**config.mk**
```make
export PLATFORM = sky130hd
export DESIGN_NAME = rsf_reset_source
export DESIGN_NICKNAME = d
export VERILOG_FILES = /design/src/hw/rsf_pkg.sv /design/src/hw/rsf_reset_source.sv
export SDC_FILE = /design/constraint.sdc
export NUM_CORES = 1
export LEC_CHECK = 0
export ABC_AREA = 0
export BUFFER_PORTS_ARGS = -buffer_cell sky130_fd_sc_hd__buf_2
export CORE_MARGIN = 2
export CORE_UTILIZATION = 30
export CTS_CLUSTER_SIZE = 40
export DETAILED_ROUTE_END_ITERATION = 6
export GPL_TIMING_DRIVEN = 0
export SLEW_MARGIN = 20
export SYNTH_ARGS = -nofsm -noshare
export SYNTH_HDL_FRONTEND = slang
export SYNTH_SLANG_ARGS = --single-unit
```
**constraint.sdc**
```tcl
create_clock -name clk -period 2.5 [get_ports clk]
set_clock_uncertainty 0.05 [all_clocks]
set_input_delay 0.25 -clock clk [delete_from_list [all_inputs] [get_ports clk]]
set_output_delay 0.25 -clock clk [all_outputs]
set_load 0.01 [all_outputs]
```
**src/hw/rsf_pkg.sv**
```systemverilog
// Package with the addresses, field positions and reset values of the reset-source block.
package rsf_pkg;

  // Register addresses on the internal byte bus.
  localparam logic [15:0] ADDR_RESET_CAUSE = 16'hffac;
  localparam logic [15:0] ADDR_UV_CONTROL  = 16'hffbe;
  localparam logic [15:0] ADDR_UV_LEVEL    = 16'hffbf;

  // Field positions of the reset cause register.
  localparam int unsigned CAUSE_WDT_BIT = 4;
  localparam int unsigned CAUSE_UV_BIT  = 0;

  // Field positions of the undervoltage detect control register.
  localparam int unsigned UVC_ENABLE_BIT = 7;
  localparam int unsigned UVC_MODE_BIT   = 1;
  localparam int unsigned UVC_FLAG_BIT   = 0;

  // Field position of the undervoltage level select register.
  localparam int unsigned UVL_SEL_BIT = 0;

  // Reset values.
  localparam logic [7:0] CAUSE_RESET    = 8'h00;
  localparam logic [7:0] UVC_RESET      = 8'h00;
  localparam logic [7:0] UVL_RESET      = 8'h00;
  localparam logic [7:0] BYTE_ZERO      = 8'h00;
  localparam logic [7:0] BYTE_ONES      = 8'hff;
  localparam logic [7:0] WATCHDOG_ENABLE_REGISTER_RESET_LO  = 8'h1a;
  localparam logic [7:0] WATCHDOG_ENABLE_REGISTER_RESET_HI  = 8'h9a;

  // Value of the power clear mode select bit that this part must use.
  localparam logic POC_MODE_DUAL = 1'b1;

  // Power-on-clear sequencer states.
  typedef enum logic [1:0] {
    POC_HOLD = 2'b01,
    POC_RUN  = 2'b10
  } rsf_poc_e;

endpackage

```
**src/hw/rsf_reset_source.sv**
```systemverilog
// Reset-source merge, reset cause register and undervoltage detector settings.
//
// Behaviour
// - Watchdog sets its flag; undervoltage sets its own.
// - Pin, power clear, cause read clear register.
// - Cause register byte-wide; bits 4, 0 only.
// - Undervoltage settings cleared except undervoltage reset.
// - Power clear holds reset until upper threshold.
// - Low supply reasserts reset until upper threshold.
// - Reset leaves all other state unchanged.
// - Watchdog enable reset value from option byte.
// - Interrupt flags zero, masks and priorities ones.
// - USB control registers zero; data left undefined.
// - Enabled reset-mode detector resets on low supply.
`timescale 1ns/1ps
`default_nettype none

module rsf_reset_source (
  input  wire logic        clk,
  input  wire logic        rst_n,
  input  wire logic        reset_pin_n,
  input  wire logic        supply_above_upper,
  input  wire logic        supply_below_lower,
  input  wire logic        supply_below_uv_level,
  input  wire logic        watchdog_reset_req,
  input  wire logic        power_clear_mode_select,
  input  wire logic        watchdog_enable_option,
  input  wire logic [15:0] bus_addr,
  input  wire logic        bus_rd,
  input  wire logic        bus_wr,
  input  wire logic [7:0]  bus_wdata,
  output logic      [7:0]  bus_rdata,
  output logic             internal_reset_n,
  output logic             uv_interrupt,
  output logic             uv_level_select,
  output logic      [7:0]  watchdog_enable_reset_value,
  output logic      [7:0]  intr_flag_reset_value,
  output logic      [7:0]  intr_mask_reset_value,
  output logic      [7:0]  intr_priority_reset_value,
  output logic      [7:0]  intr_edge_reset_value,
  output logic      [7:0]  usb_ctrl_reset_value,
  output logic             usb_bulk_out_data_load,
  output logic             power_clear_mode_error
);

  ////////////////////////////////////////////////////////////////////////////////
  // Register bus decode.

  function automatic logic hit(input logic [15:0] a, input logic [15:0] target);
    hit = (a == target);
  endfunction

  logic rd_cause;
  logic wr_uvc;
  logic wr_uvl;

  assign rd_cause = bus_rd && hit(bus_addr, rsf_pkg::ADDR_RESET_CAUSE);
  assign wr_uvc   = bus_wr && hit(bus_addr, rsf_pkg::ADDR_UV_CONTROL);
  assign wr_uvl   = bus_wr && hit(bus_addr, rsf_pkg::ADDR_UV_LEVEL);

  ////////////////////////////////////////////////////////////////////////////////
  // Power-on-clear sequencer.

  rsf_pkg::rsf_poc_e poc_q;
  rsf_pkg::rsf_poc_e poc_d;

  always_comb begin
    poc_d = poc_q;
    case (poc_q)
      rsf_pkg::POC_HOLD: begin
        if (supply_above_upper) begin
          poc_d = rsf_pkg::POC_RUN;
        end
      end
      rsf_pkg::POC_RUN: begin
        if (supply_below_lower) begin
          poc_d = rsf_pkg::POC_HOLD;
        end
      end
      default: begin
        poc_d = rsf_pkg::POC_HOLD;
      end
    endcase
  end

  // Power application is modelled by rst_n, so the sequencer starts in hold.
  always_ff @(posedge clk) begin
    if (!rst_n) begin
      poc_q <= rsf_pkg::POC_HOLD;
    end else begin
      poc_q <= poc_d;
    end
  end

  ////////////////////////////////////////////////////////////////////////////////
  // Reset requests.

  logic uv_enable_q;
  logic uv_mode_q;
  logic uv_sel_q;
  logic pin_req;
  logic poc_req;
  logic uv_req;
  logic any_req;

  assign pin_req = !reset_pin_n;
  assign poc_req = (poc_q == rsf_pkg::POC_HOLD);
  assign uv_req  = uv_enable_q && uv_mode_q && supply_below_uv_level;
  assign any_req = pin_req || poc_req || watchdog_reset_req || uv_req;

  ////////////////////////////////////////////////////////////////////////////////
  // Reset cause flags and undervoltage settings.

  logic       cause_wdt_q;
  logic       cause_wdt_d;
  logic       cause_uv_q;
  logic       cause_uv_d;
  logic       uv_enable_d;
  logic       uv_mode_d;
  logic       uv_sel_d;
  logic [7:0] rdata_d;
  logic [7:0] rdata_q;
  logic [7:0] cause_byte;
  logic       uv_flag;

  assign uv_flag = uv_enable_q && supply_below_uv_level;

  always_comb begin
    cause_byte = rsf_pkg::BYTE_ZERO;
    cause_byte[rsf_pkg::CAUSE_WDT_BIT] = cause_wdt_q;
    cause_byte[rsf_pkg::CAUSE_UV_BIT]  = cause_uv_q;
  end

  // The flags are never touched by the internal reset they record, only by their own
  // sources, a cause read and pin or power-clear requests, so a watchdog reset does not wipe the undervoltage flag.
  always_comb begin
    cause_wdt_d = cause_wdt_q;
    cause_uv_d  = cause_uv_q;
    if (rd_cause) begin
      cause_wdt_d = 1'b0;
      cause_uv_d  = 1'b0;
    end
    if (watchdog_reset_req) begin
      cause_wdt_d = 1'b1;
    end
    if (uv_req) begin
      cause_uv_d = 1'b1;
    end
    // Pin and power-clear resets win over a coincident set: the record would
    // otherwise survive a full power cycle.
    if (pin_req || poc_req) begin
      cause_wdt_d = 1'b0;
      cause_uv_d  = 1'b0;
    end
  end

  always_comb begin
    uv_enable_d = uv_enable_q;
    uv_mode_d   = uv_mode_q;
    uv_sel_d    = uv_sel_q;
    if (wr_uvc) begin
      uv_enable_d = bus_wdata[rsf_pkg::UVC_ENABLE_BIT];
      uv_mode_d   = bus_wdata[rsf_pkg::UVC_MODE_BIT];
    end
    if (wr_uvl) begin
      uv_sel_d = bus_wdata[rsf_pkg::UVL_SEL_BIT];
    end
    if (pin_req || poc_req || watchdog_reset_req) begin
      uv_enable_d = rsf_pkg::UVC_RESET[rsf_pkg::UVC_ENABLE_BIT];
      uv_mode_d   = rsf_pkg::UVC_RESET[rsf_pkg::UVC_MODE_BIT];
      uv_sel_d    = rsf_pkg::UVL_RESET[rsf_pkg::UVL_SEL_BIT];
    end
  end

  // Reads return a whole byte; a bit-wise read would still clear all flags.
  always_comb begin
    rdata_d = rdata_q;
    if (bus_rd) begin
      rdata_d = rsf_pkg::BYTE_ZERO;
      if (hit(bus_addr, rsf_pkg::ADDR_RESET_CAUSE)) begin
        rdata_d = cause_byte;
      end else if (hit(bus_addr, rsf_pkg::ADDR_UV_CONTROL)) begin
        rdata_d[rsf_pkg::UVC_ENABLE_BIT] = uv_enable_q;
        rdata_d[rsf_pkg::UVC_MODE_BIT]   = uv_mode_q;
        rdata_d[rsf_pkg::UVC_FLAG_BIT]   = uv_flag;
      end else if (hit(bus_addr, rsf_pkg::ADDR_UV_LEVEL)) begin
        rdata_d[rsf_pkg::UVL_SEL_BIT] = uv_sel_q;
      end
    end
  end

  always_ff @(posedge clk) begin
    if (!rst_n) begin
      cause_wdt_q <= rsf_pkg::CAUSE_RESET[rsf_pkg::CAUSE_WDT_BIT];
      cause_uv_q  <= rsf_pkg::CAUSE_RESET[rsf_pkg::CAUSE_UV_BIT];
      uv_enable_q <= rsf_pkg::UVC_RESET[rsf_pkg::UVC_ENABLE_BIT];
      uv_mode_q   <= rsf_pkg::UVC_RESET[rsf_pkg::UVC_MODE_BIT];
      uv_sel_q    <= rsf_pkg::UVL_RESET[rsf_pkg::UVL_SEL_BIT];
      rdata_q     <= rsf_pkg::BYTE_ZERO;
    end else begin
      cause_wdt_q <= cause_wdt_d;
      cause_uv_q  <= cause_uv_d;
      uv_enable_q <= uv_enable_d;
      uv_mode_q   <= uv_mode_d;
      uv_sel_q    <= uv_sel_d;
      rdata_q     <= rdata_d;
    end
  end

  ////////////////////////////////////////////////////////////////////////////////
  // Internal reset and reset defaults for the rest of the chip.

  logic       int_reset_q;
  logic       int_reset_d;
  logic       uv_irq_q;
  logic       uv_irq_d;
  logic       mode_err_q;
  logic       mode_err_d;
  logic [7:0] watchdog_enable_register_q;
  logic [7:0] watchdog_enable_register_d;
  logic [7:0] flag_init_q;
  logic [7:0] flag_init_d;
  logic [7:0] mask_init_q;
  logic [7:0] mask_init_d;
  logic [7:0] usb_init_q;
  logic [7:0] usb_init_d;

  // Default values are presented only while the internal reset is active;
  // outside it they hold, so no other state is disturbed.
  always_comb begin
    int_reset_d = any_req;
    uv_irq_d    = uv_enable_q && !uv_mode_q && supply_below_uv_level;
    mode_err_d  = (power_clear_mode_select != rsf_pkg::POC_MODE_DUAL);
    watchdog_enable_register_d      = watchdog_enable_register_q;
    flag_init_d = flag_init_q;
    mask_init_d = mask_init_q;
    usb_init_d  = usb_init_q;
    if (any_req) begin
      watchdog_enable_register_d      = watchdog_enable_option ? rsf_pkg::WATCHDOG_ENABLE_REGISTER_RESET_HI
                                           : rsf_pkg::WATCHDOG_ENABLE_REGISTER_RESET_LO;
      flag_init_d = rsf_pkg::BYTE_ZERO;
      mask_init_d = rsf_pkg::BYTE_ONES;
      usb_init_d  = rsf_pkg::BYTE_ZERO;
    end
  end

  always_ff @(posedge clk) begin
    if (!rst_n) begin
      int_reset_q <= 1'b1;
      uv_irq_q    <= 1'b0;
      mode_err_q  <= 1'b0;
      watchdog_enable_register_q      <= rsf_pkg::WATCHDOG_ENABLE_REGISTER_RESET_LO;
      flag_init_q <= rsf_pkg::BYTE_ZERO;
      mask_init_q <= rsf_pkg::BYTE_ONES;
      usb_init_q  <= rsf_pkg::BYTE_ZERO;
    end else begin
      int_reset_q <= int_reset_d;
      uv_irq_q    <= uv_irq_d;
      mode_err_q  <= mode_err_d;
      watchdog_enable_register_q      <= watchdog_enable_register_d;
      flag_init_q <= flag_init_d;
      mask_init_q <= mask_init_d;
      usb_init_q  <= usb_init_d;
    end
  end

  assign bus_rdata                   = rdata_q;
  assign internal_reset_n            = !int_reset_q;
  assign uv_interrupt                = uv_irq_q;
  assign uv_level_select             = uv_sel_q;
  assign watchdog_enable_reset_value = watchdog_enable_register_q;
  assign intr_flag_reset_value       = flag_init_q;
  assign intr_edge_reset_value       = flag_init_q;
  assign intr_mask_reset_value       = mask_init_q;
  assign intr_priority_reset_value   = mask_init_q;
  assign usb_ctrl_reset_value        = usb_init_q;
  assign usb_bulk_out_data_load      = 1'b0;
  assign power_clear_mode_error      = mode_err_q;
endmodule

`default_nettype wire

```
* Word level (Yosys, flattened, before mapping)
Index checks and enable logic that the tools add are counted.
** Word-level totals
- Bits in registers :: 26
- Output and inout port bits :: 61
- Logic and storage cells :: 53
** Operators by class
- Mux-type cells :: 14
- Reduce and logical (&&, ||, !) cells :: 19
- Equality and inequality tests :: 7
- Bitwise operators :: 2
** Operator list (count)
- $eq A16 B16 Y1 const B :: 3
- $logic_and A1 B1 Y1 :: 8
- $mux W1 :: 8
- $mux W8 :: 1
- $mux W2 :: 3
- $ne A2 B2 Y1 const B :: 2
- $pmux W2 S2 :: 1
- $reduce_bool A2 Y1 :: 2
- $reduce_or A2 Y1 :: 2
- $logic_not A1 Y1 :: 3
- $logic_or A1 B1 Y1 :: 3
- $mux W3 :: 1
- $eq A2 B1 Y1 const B :: 1
- $eq A2 B2 Y1 const B :: 1
- $not A1 Y1 :: 2
- $reduce_and A2 Y1 :: 1

* Logic depth before layout (Yosys ltp)
Gate-level depths: netlist of run 1.
- Depth after elaboration :: 4
- Mapped depth :: 4

* Worst setup path after synthesis of run 1
OpenSTA, ideal clock, no wires.
- Path type :: input to register
- Start point :: in bus_addr[11]
- End point :: reg uv_enable_q
- Path slack :: 1.214 ns
- Library setup time :: 0.119 ns
- Data arrival time :: 1.117 ns
- Required time :: 2.331 ns
- Stages on the path :: 4
- Cell sequence :: nand4_4 -> or4b_4 -> o21ai_1 -> a21oi_1
** Between the ends
- Longest elaborated chain between the ends :: 2
** RTL lines
- from (decl) :: RTL line rsf_reset_source.sv:28 : input wire logic [15:0] bus_addr,
- $eq A16 B16 Y1 :: RTL line rsf_reset_source.sv:50 : hit = (a == target);
- $logic_and A1 B1 Y1 :: RTL line rsf_reset_source.sv:58 : assign wr_uvc = bus_wr && hit(bus_addr, rsf_pkg::ADDR_UV_CONTROL);
- to (signal assigned) :: RTL line rsf_reset_source.sv:196 : uv_enable_q <= rsf_pkg::UVC_RESET[rsf_pkg::UVC_ENABLE_BIT];
- to (signal assigned) :: RTL line rsf_reset_source.sv:203 : uv_enable_q <= uv_enable_d;
- to (decl) :: RTL line rsf_reset_source.sv:98 : logic uv_enable_q;
Every way passes these cells.
A chain may end at the register's enable or synchronous reset.

* Final worst setup path of run 1
- Start point :: reg poc_q[1]
- End point :: reg int_reset_q
** Between the ends
- Longest elaborated chain between the ends :: 4
** RTL lines
- from (decl) :: RTL line rsf_reset_source.sv:64 : rsf_pkg::rsf_poc_e poc_q;
- from (signal assigned) :: RTL line rsf_reset_source.sv:89 : poc_q <= rsf_pkg::POC_HOLD;
- from (signal assigned) :: RTL line rsf_reset_source.sv:91 : poc_q <= poc_d;
- $eq A2 B1 Y1 :: RTL line rsf_reset_source.sv:107 : assign poc_req = (poc_q == rsf_pkg::POC_HOLD);
- $logic_or A1 B1 Y1 (3 in series) :: RTL line rsf_reset_source.sv:109 : assign any_req = pin_req || poc_req || watchdog_reset_req || uv_req;
- to (signal assigned) :: RTL line rsf_reset_source.sv:257 : int_reset_q <= int_reset_d;
- to (decl) :: RTL line rsf_reset_source.sv:213 : logic int_reset_q;
Every way passes these cells.

==> impl_metrics.csv, run 1 <==
group,metric,value,unit
synthesis,synth_top_area_share,33.66,%
clock_network,clk_latency,240,ps
hold_path,hold_class,"in2reg",
synthesis,yosys_warnings,0,
global_routing,grt_max_degree,11,
clock_network,cts_inserted_buffers,3,
global_routing,track_usage,10.43,%
synthesis,synth_area_leaders,"buf_4, dfxtp_1, nand4_1",
timing,hold_viol_final,0,
power_and_ir_drop,clock_power_share,31.9,%
place,dp_hpwl,2009,um
synthesis,synthArstFlopShare,0,%
synthesis,yosys.cell_count.top_type,"buf_4",
timing,max_freq,807.5,MHz
power_and_ir_drop,power_frac_comb,26.8,%
detailed_routing,vias,1002,
clock_network,cts_buffer_depth,2,
die,initial_core_util,31.45,%
critical_path,crit_fanout,4,
place,dp_slack,1020,ps
clock_network,cts_root_buf,"clkbuf_8",
die,die_y,66.18,um
clock_network,htree_levels,1,
synthesis,synth_edf_count,0,
power_and_ir_drop,leakagePower,0.8733,nW
timing,rsz0062_at_grt,"false",
cells_and_area,drive_gt1_share,42.61,%
power_and_ir_drop,peakVddDrop,0.1599,mV
clock_network,path_clk_slew,60,ps
timing,holdWs,102.8,ps
cells_and_area,area_growth,41.21,%
cells_and_area,multiInputGateArea,630.6,um^2
die,ios,96,
place,place_congestion,0.7748,
detailed_routing,routedWlPerCell,8.284,um
clock_network,cts_hold_buf,0,
detailed_routing,vias_per_cell,3.604,
critical_path,arrival,1320,ps
synthesis,netlist_instances,139,
synthesis,yosys_most_used_dff,"dfxtp_1",
cells_and_area,num-fill-cells,387,
power_and_ir_drop,switching_share,26.33,%
die,core_area,3689,um^2
critical_path,crit_path_end_kind,"register",
timing,setup_violations,0,
timing,min_period,1238,ps
clock_network,cts_setup_buffers,0,
synthesis,synth_area_per_cell,8.344,um^2
timing,fin_crit_sh,49.53,%
status,outcome,"complete, no violations",
die,row_count,22,
cells_and_area,antenna_cells,0,
power_and_ir_drop,p_int,439.5,uW
die,dieWidth,66.18,um
critical_path,crit_type,"reg2reg",
cells_and_area,finish.utilization,44.40,%
global_routing,overflow,0,
critical_path,crit_path_start_kind,"register",
place,portBuffers,37,
synthesis,syn_area,1160,um^2
timing,fin_tns_setup,0,ps
clock_network,cts-resized-gates,0,
critical_path,cp.required,2580,ps
global_routing,grt_first_pass_wirelength,3553,um
synthesis,yosys.area.top_type,"buf_4",
clock_network,cts_tree,"yes",
place,placed_area,1593,um^2
detailed_routing,dr.pass1.iters,4,
global_routing,antenna_found_initial,0,
run,cap_violations,0,
timing,setup_slack,1262,ps
power_and_ir_drop,seqPwrFrac,41.3,%
synthesis,synth-seq-area-share,25.89,%
timing,drv_slew,0,
power_and_ir_drop,power.density,364.2,nW/um^2
die,die_area,4380,um^2
global_routing,grt_pass1_vias,851,
power_and_ir_drop,power,596.6,uW
detailed_routing,drt_wl_total,2303,um
cells_and_area,fin_nets,266,
detailed_routing,drc_errors,0,
synthesis,synth-seq-cells,15,
synthesis,synth_cell_types,33,
cells_and_area,area.sequential,300.3,um^2
synthesis,synth_commonest_cells,"buf_4, dfxtp_1, nand2_1",
cells_and_area,final_area,1638,um^2
detailed_routing,ant_nets,0,
detailed_routing,drtIter0Drc,25,
clock_network,clock-sinks,15,
cells_and_area,finalNonFillerCells,278,
power_and_ir_drop,power_switching,157.1,uW
place,dp.cells,274,
==> placed cells by master, fill, tap and decap left out, types with 4 or more instances in the layout <==
cell      instances
buf_2            37
buf_4            52
conb_1           52
dfxtp_1          15
inv_1             5
nand2_1           8
nand2b_1          5
nand3_1           4
nand4_1           7
nor2_1            4
==> metal layers <==
metal,vias to the layer above,share of wire (%),track usage [%]
met2,48,47,18.13
met1,403,42,12.29
met5,-,0,0
met3,2,11,3.578
met4,0,0.69,2.296
li1,549,-,-
==> flip-flops by register name (all words and copies together), names as in the netlist <==
| register | flops |
|---|---|
| uv_interrupt | 1 |
| watchdog_enable_reset_value | 1 |
| uv_mode_q | 1 |
| uv_level_select | 1 |
| power_clear_mode_error | 1 |
| poc_q | 2 |
| cause_uv_q | 1 |
| cause_wdt_q | 1 |
| bus_rdata | 4 |
| int_reset_q | 1 |
| uv_enable_q | 1 |
==> cell families (layout without fill, tap and decap cells) <==
family / Yosys count / count (layout) / share of synthesized area, %
AOI/OAI and AO/OA: 14 / 14 / 7.875
buffers and inverters: 59 / 100 / 35.92
DFF: 15 / 15 / 25.89
muxes: 1 / 1 / 0.8630
other: 2 / 52 / 0.6475
and+or+nand+nor: 48 / 48 / 28.80
==> worst paths after layout <==
kind | from | end | slack, ps | depth (start not counted)
max | poc_q[1] | int_reset_q | 1260 | 4
min | power_clear_mode_select | power_clear_mode_error | 100 | 2
max reg2reg | poc_q[1] | int_reset_q | 1260 | 4
min reg2reg | cause_uv_q | cause_uv_q | 420 | 2
==> critical path: stages, from the launching register on <==
cell and delay [ps]:
dfxtp_1 310, nand2b_1 140, nand3_1 120, or2_2 340, nand2b_1 160
==> power by group through the flow <==
stage / combinational [mW] / clock (mW) / sequential [mW]
finish: 0.160 / 0.190 / 0.246
global route: 0.177 / 0.205 / 0.246
CTS: 0.157 / 0.195 / 0.246
detailed placement: 0.157 / 0 / 0.251
global placement: 0.157 / 0 / 0.251
floorplan: 0.120 / 0 / 0.252
==> layout make-up <==
class | instances | area share (%)
timing repair buffer | 37 | 11.31
tap | 48 | 3.667
sequential | 15 | 18.33
inverter | 5 | 1.146
multi-input combinational | 115 | 38.50
clock buffer | 4 | 2.750
buffer | 54 | 24.29
(Power assumes the default switching activity.)
==> inputs of run 2 (changes only) <==
PLACE_DENSITY = 0.67   (was unset)
clock period = 1.1 ns   (was 2.5 ns; I/O delays follow)
==> run 2 against run 1 <==
Effect of this change: worst setup slack got worse by 1300 ps; critical path depth unchanged; fmax is 13% higher; first-iteration DRC count shrank 12%; combinational power up 150%; count of clock-buffer cells in the layout did not move; total power up 130%; cell area increased by 6.7%; utilization up 3.0 points; sequential share of layout area shrank 0.80 points; sequential cell count stayed put; register-to-register slack worse by 1300 ps; critical path type unchanged; largest cell class unchanged; largest power group unchanged.
==> impl_metrics.csv, run 2 (synthesis gave the netlist of run 1 again) <==
group,metric,value,unit
critical_path,worst-path-buf-inv,0,
cells_and_area,finalNonFillerCells,281,
critical_path,crit_family,"simple AND/OR/NAND/NOR gates",
die,core_area,3689,um^2
clock_network,clock-sinks,15,
run,cap_violations,0,
clock_network,clk_latency,240,ps
critical_path,crit_path_start_kind,"register",
hold_path,hold_start,"bus_wdata[1]",
timing,hold_viol_final,0,
clock_network,path_clk_slew,60,ps
die,die_area,4380,um^2
place,dp.cells,274,
detailed_routing,vias,1045,
clock_network,htree_levels,1,
cells_and_area,antenna_cells,0,
critical_path,cp.required,1190,ps
place,placed_area,1595,um^2
place,dp_hpwl,2068,um
die,initial_core_util,31.45,%
power_and_ir_drop,leakagePower,0.9155,nW
global_routing,antenna_found_initial,0,
timing,max_freq,914.4,MHz
clock_network,cts_root_buf,"clkbuf_8",
detailed_routing,drtIter0Drc,22,
hold_path,hold_class,"in2reg",
timing,rsz0062_at_grt,"true",
die,row_count,22,
global_routing,track_usage,10.99,%
timing,drv_slew,0,
critical_path,arrival,1190,ps
detailed_routing,drc_errors,0,
detailed_routing,dr.pass1.iters,4,
detailed_routing,drt_wl_total,2490,um
cells_and_area,largest_reg_flops,4,
global_routing,grt_max_degree,11,
clock_network,cts_inserted_buffers,3,
timing,min_period,1094,ps
cells_and_area,area_growth,50.70,%
critical_path,worstPathCellList,"nand2b_4 > nand3_4 > or2_4 > nand2b_4",
global_routing,overflow,0,
timing,fin_crit_sh,99.42,%
detailed_routing,routedWlPerCell,8.861,um
place,portBuffers,37,
clock_network,cts_tree,"yes",
power_and_ir_drop,peakVddDrop,0.5006,mV
critical_path,crit_fanout,4,
status,outcome,"complete, no violations",
cells_and_area,final_common_cell,"buf_4",
die,dieWidth,66.18,um
cells_and_area,final_area,1748,um^2
cells_and_area,fin_nets,269,
global_routing,grt_pass1_vias,941,
cells_and_area,drive_gt1_share,46.78,%
critical_path,cpMostUsedCell,"nand2b_4",
critical_path,cp_slowest_cell,"dfxtp_2",
timing,setup_violations,0,
detailed_routing,vias_per_cell,3.719,
cells_and_area,final_cell_mix,"buf_4, conb_1, buf_2",
critical_path,crit_type,"reg2reg",
place,place_congestion,0.7723,
power_and_ir_drop,power.density,794.6,nW/um^2
clock_network,cts_buffer_depth,2,
critical_path,crit_path_end_kind,"register",
cells_and_area,finish.utilization,47.39,%
critical_path,reg2reg_from,"poc_q[1]",
global_routing,grt_first_pass_wirelength,3781,um
detailed_routing,ant_nets,0,
die,die_y,66.18,um
critical_path,startpoint,"poc_q[1]",
critical_path,worst_path_largest_cell_delay,320,ps
die,ios,96,
run 2: worst reg2reg max path: stages, from the launching register on:
cell and delay (ps):
dfxtp_2 320, nand2b_4 130, nand3_4 70, or2_4 280, nand2b_4 140
run 2: worst paths after layout:
kind | depth (start not counted) | slack, ps | end
max | 4 | 6 | int_reset_q
min | 3 | 70 | uv_mode_q
max reg2reg | 4 | 6 | int_reset_q
min reg2reg | 2 | 410 | cause_uv_q
run 2: repair_timing:
item / CTS / global route
resized for setup: 3 / 17
setup endpoints to repair: 6 / 8
endpoints found under the hold margin: 1 / 0
pin swaps: 0 / 8
buffers inserted: 0 / 2
hold buffers: 1 / 0
run 2: power by group:
group / switching (mW) / internal [mW]
Combinational: 0.187 / 0.210
Clock: 0.177 / 0.256
Sequential: 0.00608 / 0.553
run 2: area by class of cell:
cell class,count,area (um^2)
Buffer,54,397.9
Clock buffer,4,45.04
Fill cell,377,1941
Inverter,5,18.77
Multi-Input combinational cell,115,693.2
Sequential cell,15,306.5
Tap cell,48,60.06
Timing Repair Buffer,40,226.5
run 2: per-stage QoR:
step	power, mW	hold WS (ps)	worst slack [ps]	TNS (ps)
after floorplan	0.8464	131.6	-34.32	-68.63
after global placement	0.9261	220.4	-221.3	-1164
after detailed placement	0.9284	224.8	-225.8	-1394
after CTS	1.364	75.48	-15.57	-15.57
after global routing	1.454	84.79	-39.03	-99.26
final	1.389	73.58	6.418	0
run 2: metal layers:
metal / share of wire, % / wire length [um] / GRT usage (%) / vias to the layer above
met5: 0 / 0 / 0 / -
met4: 0.84 / 21 / 2.296 / 0
met3: 8.9 / 221 / 3.578 / 4
met2: 54 / 1334 / 20.88 / 46
met1: 37 / 913 / 11.66 / 439
li1: - / - / - / 556
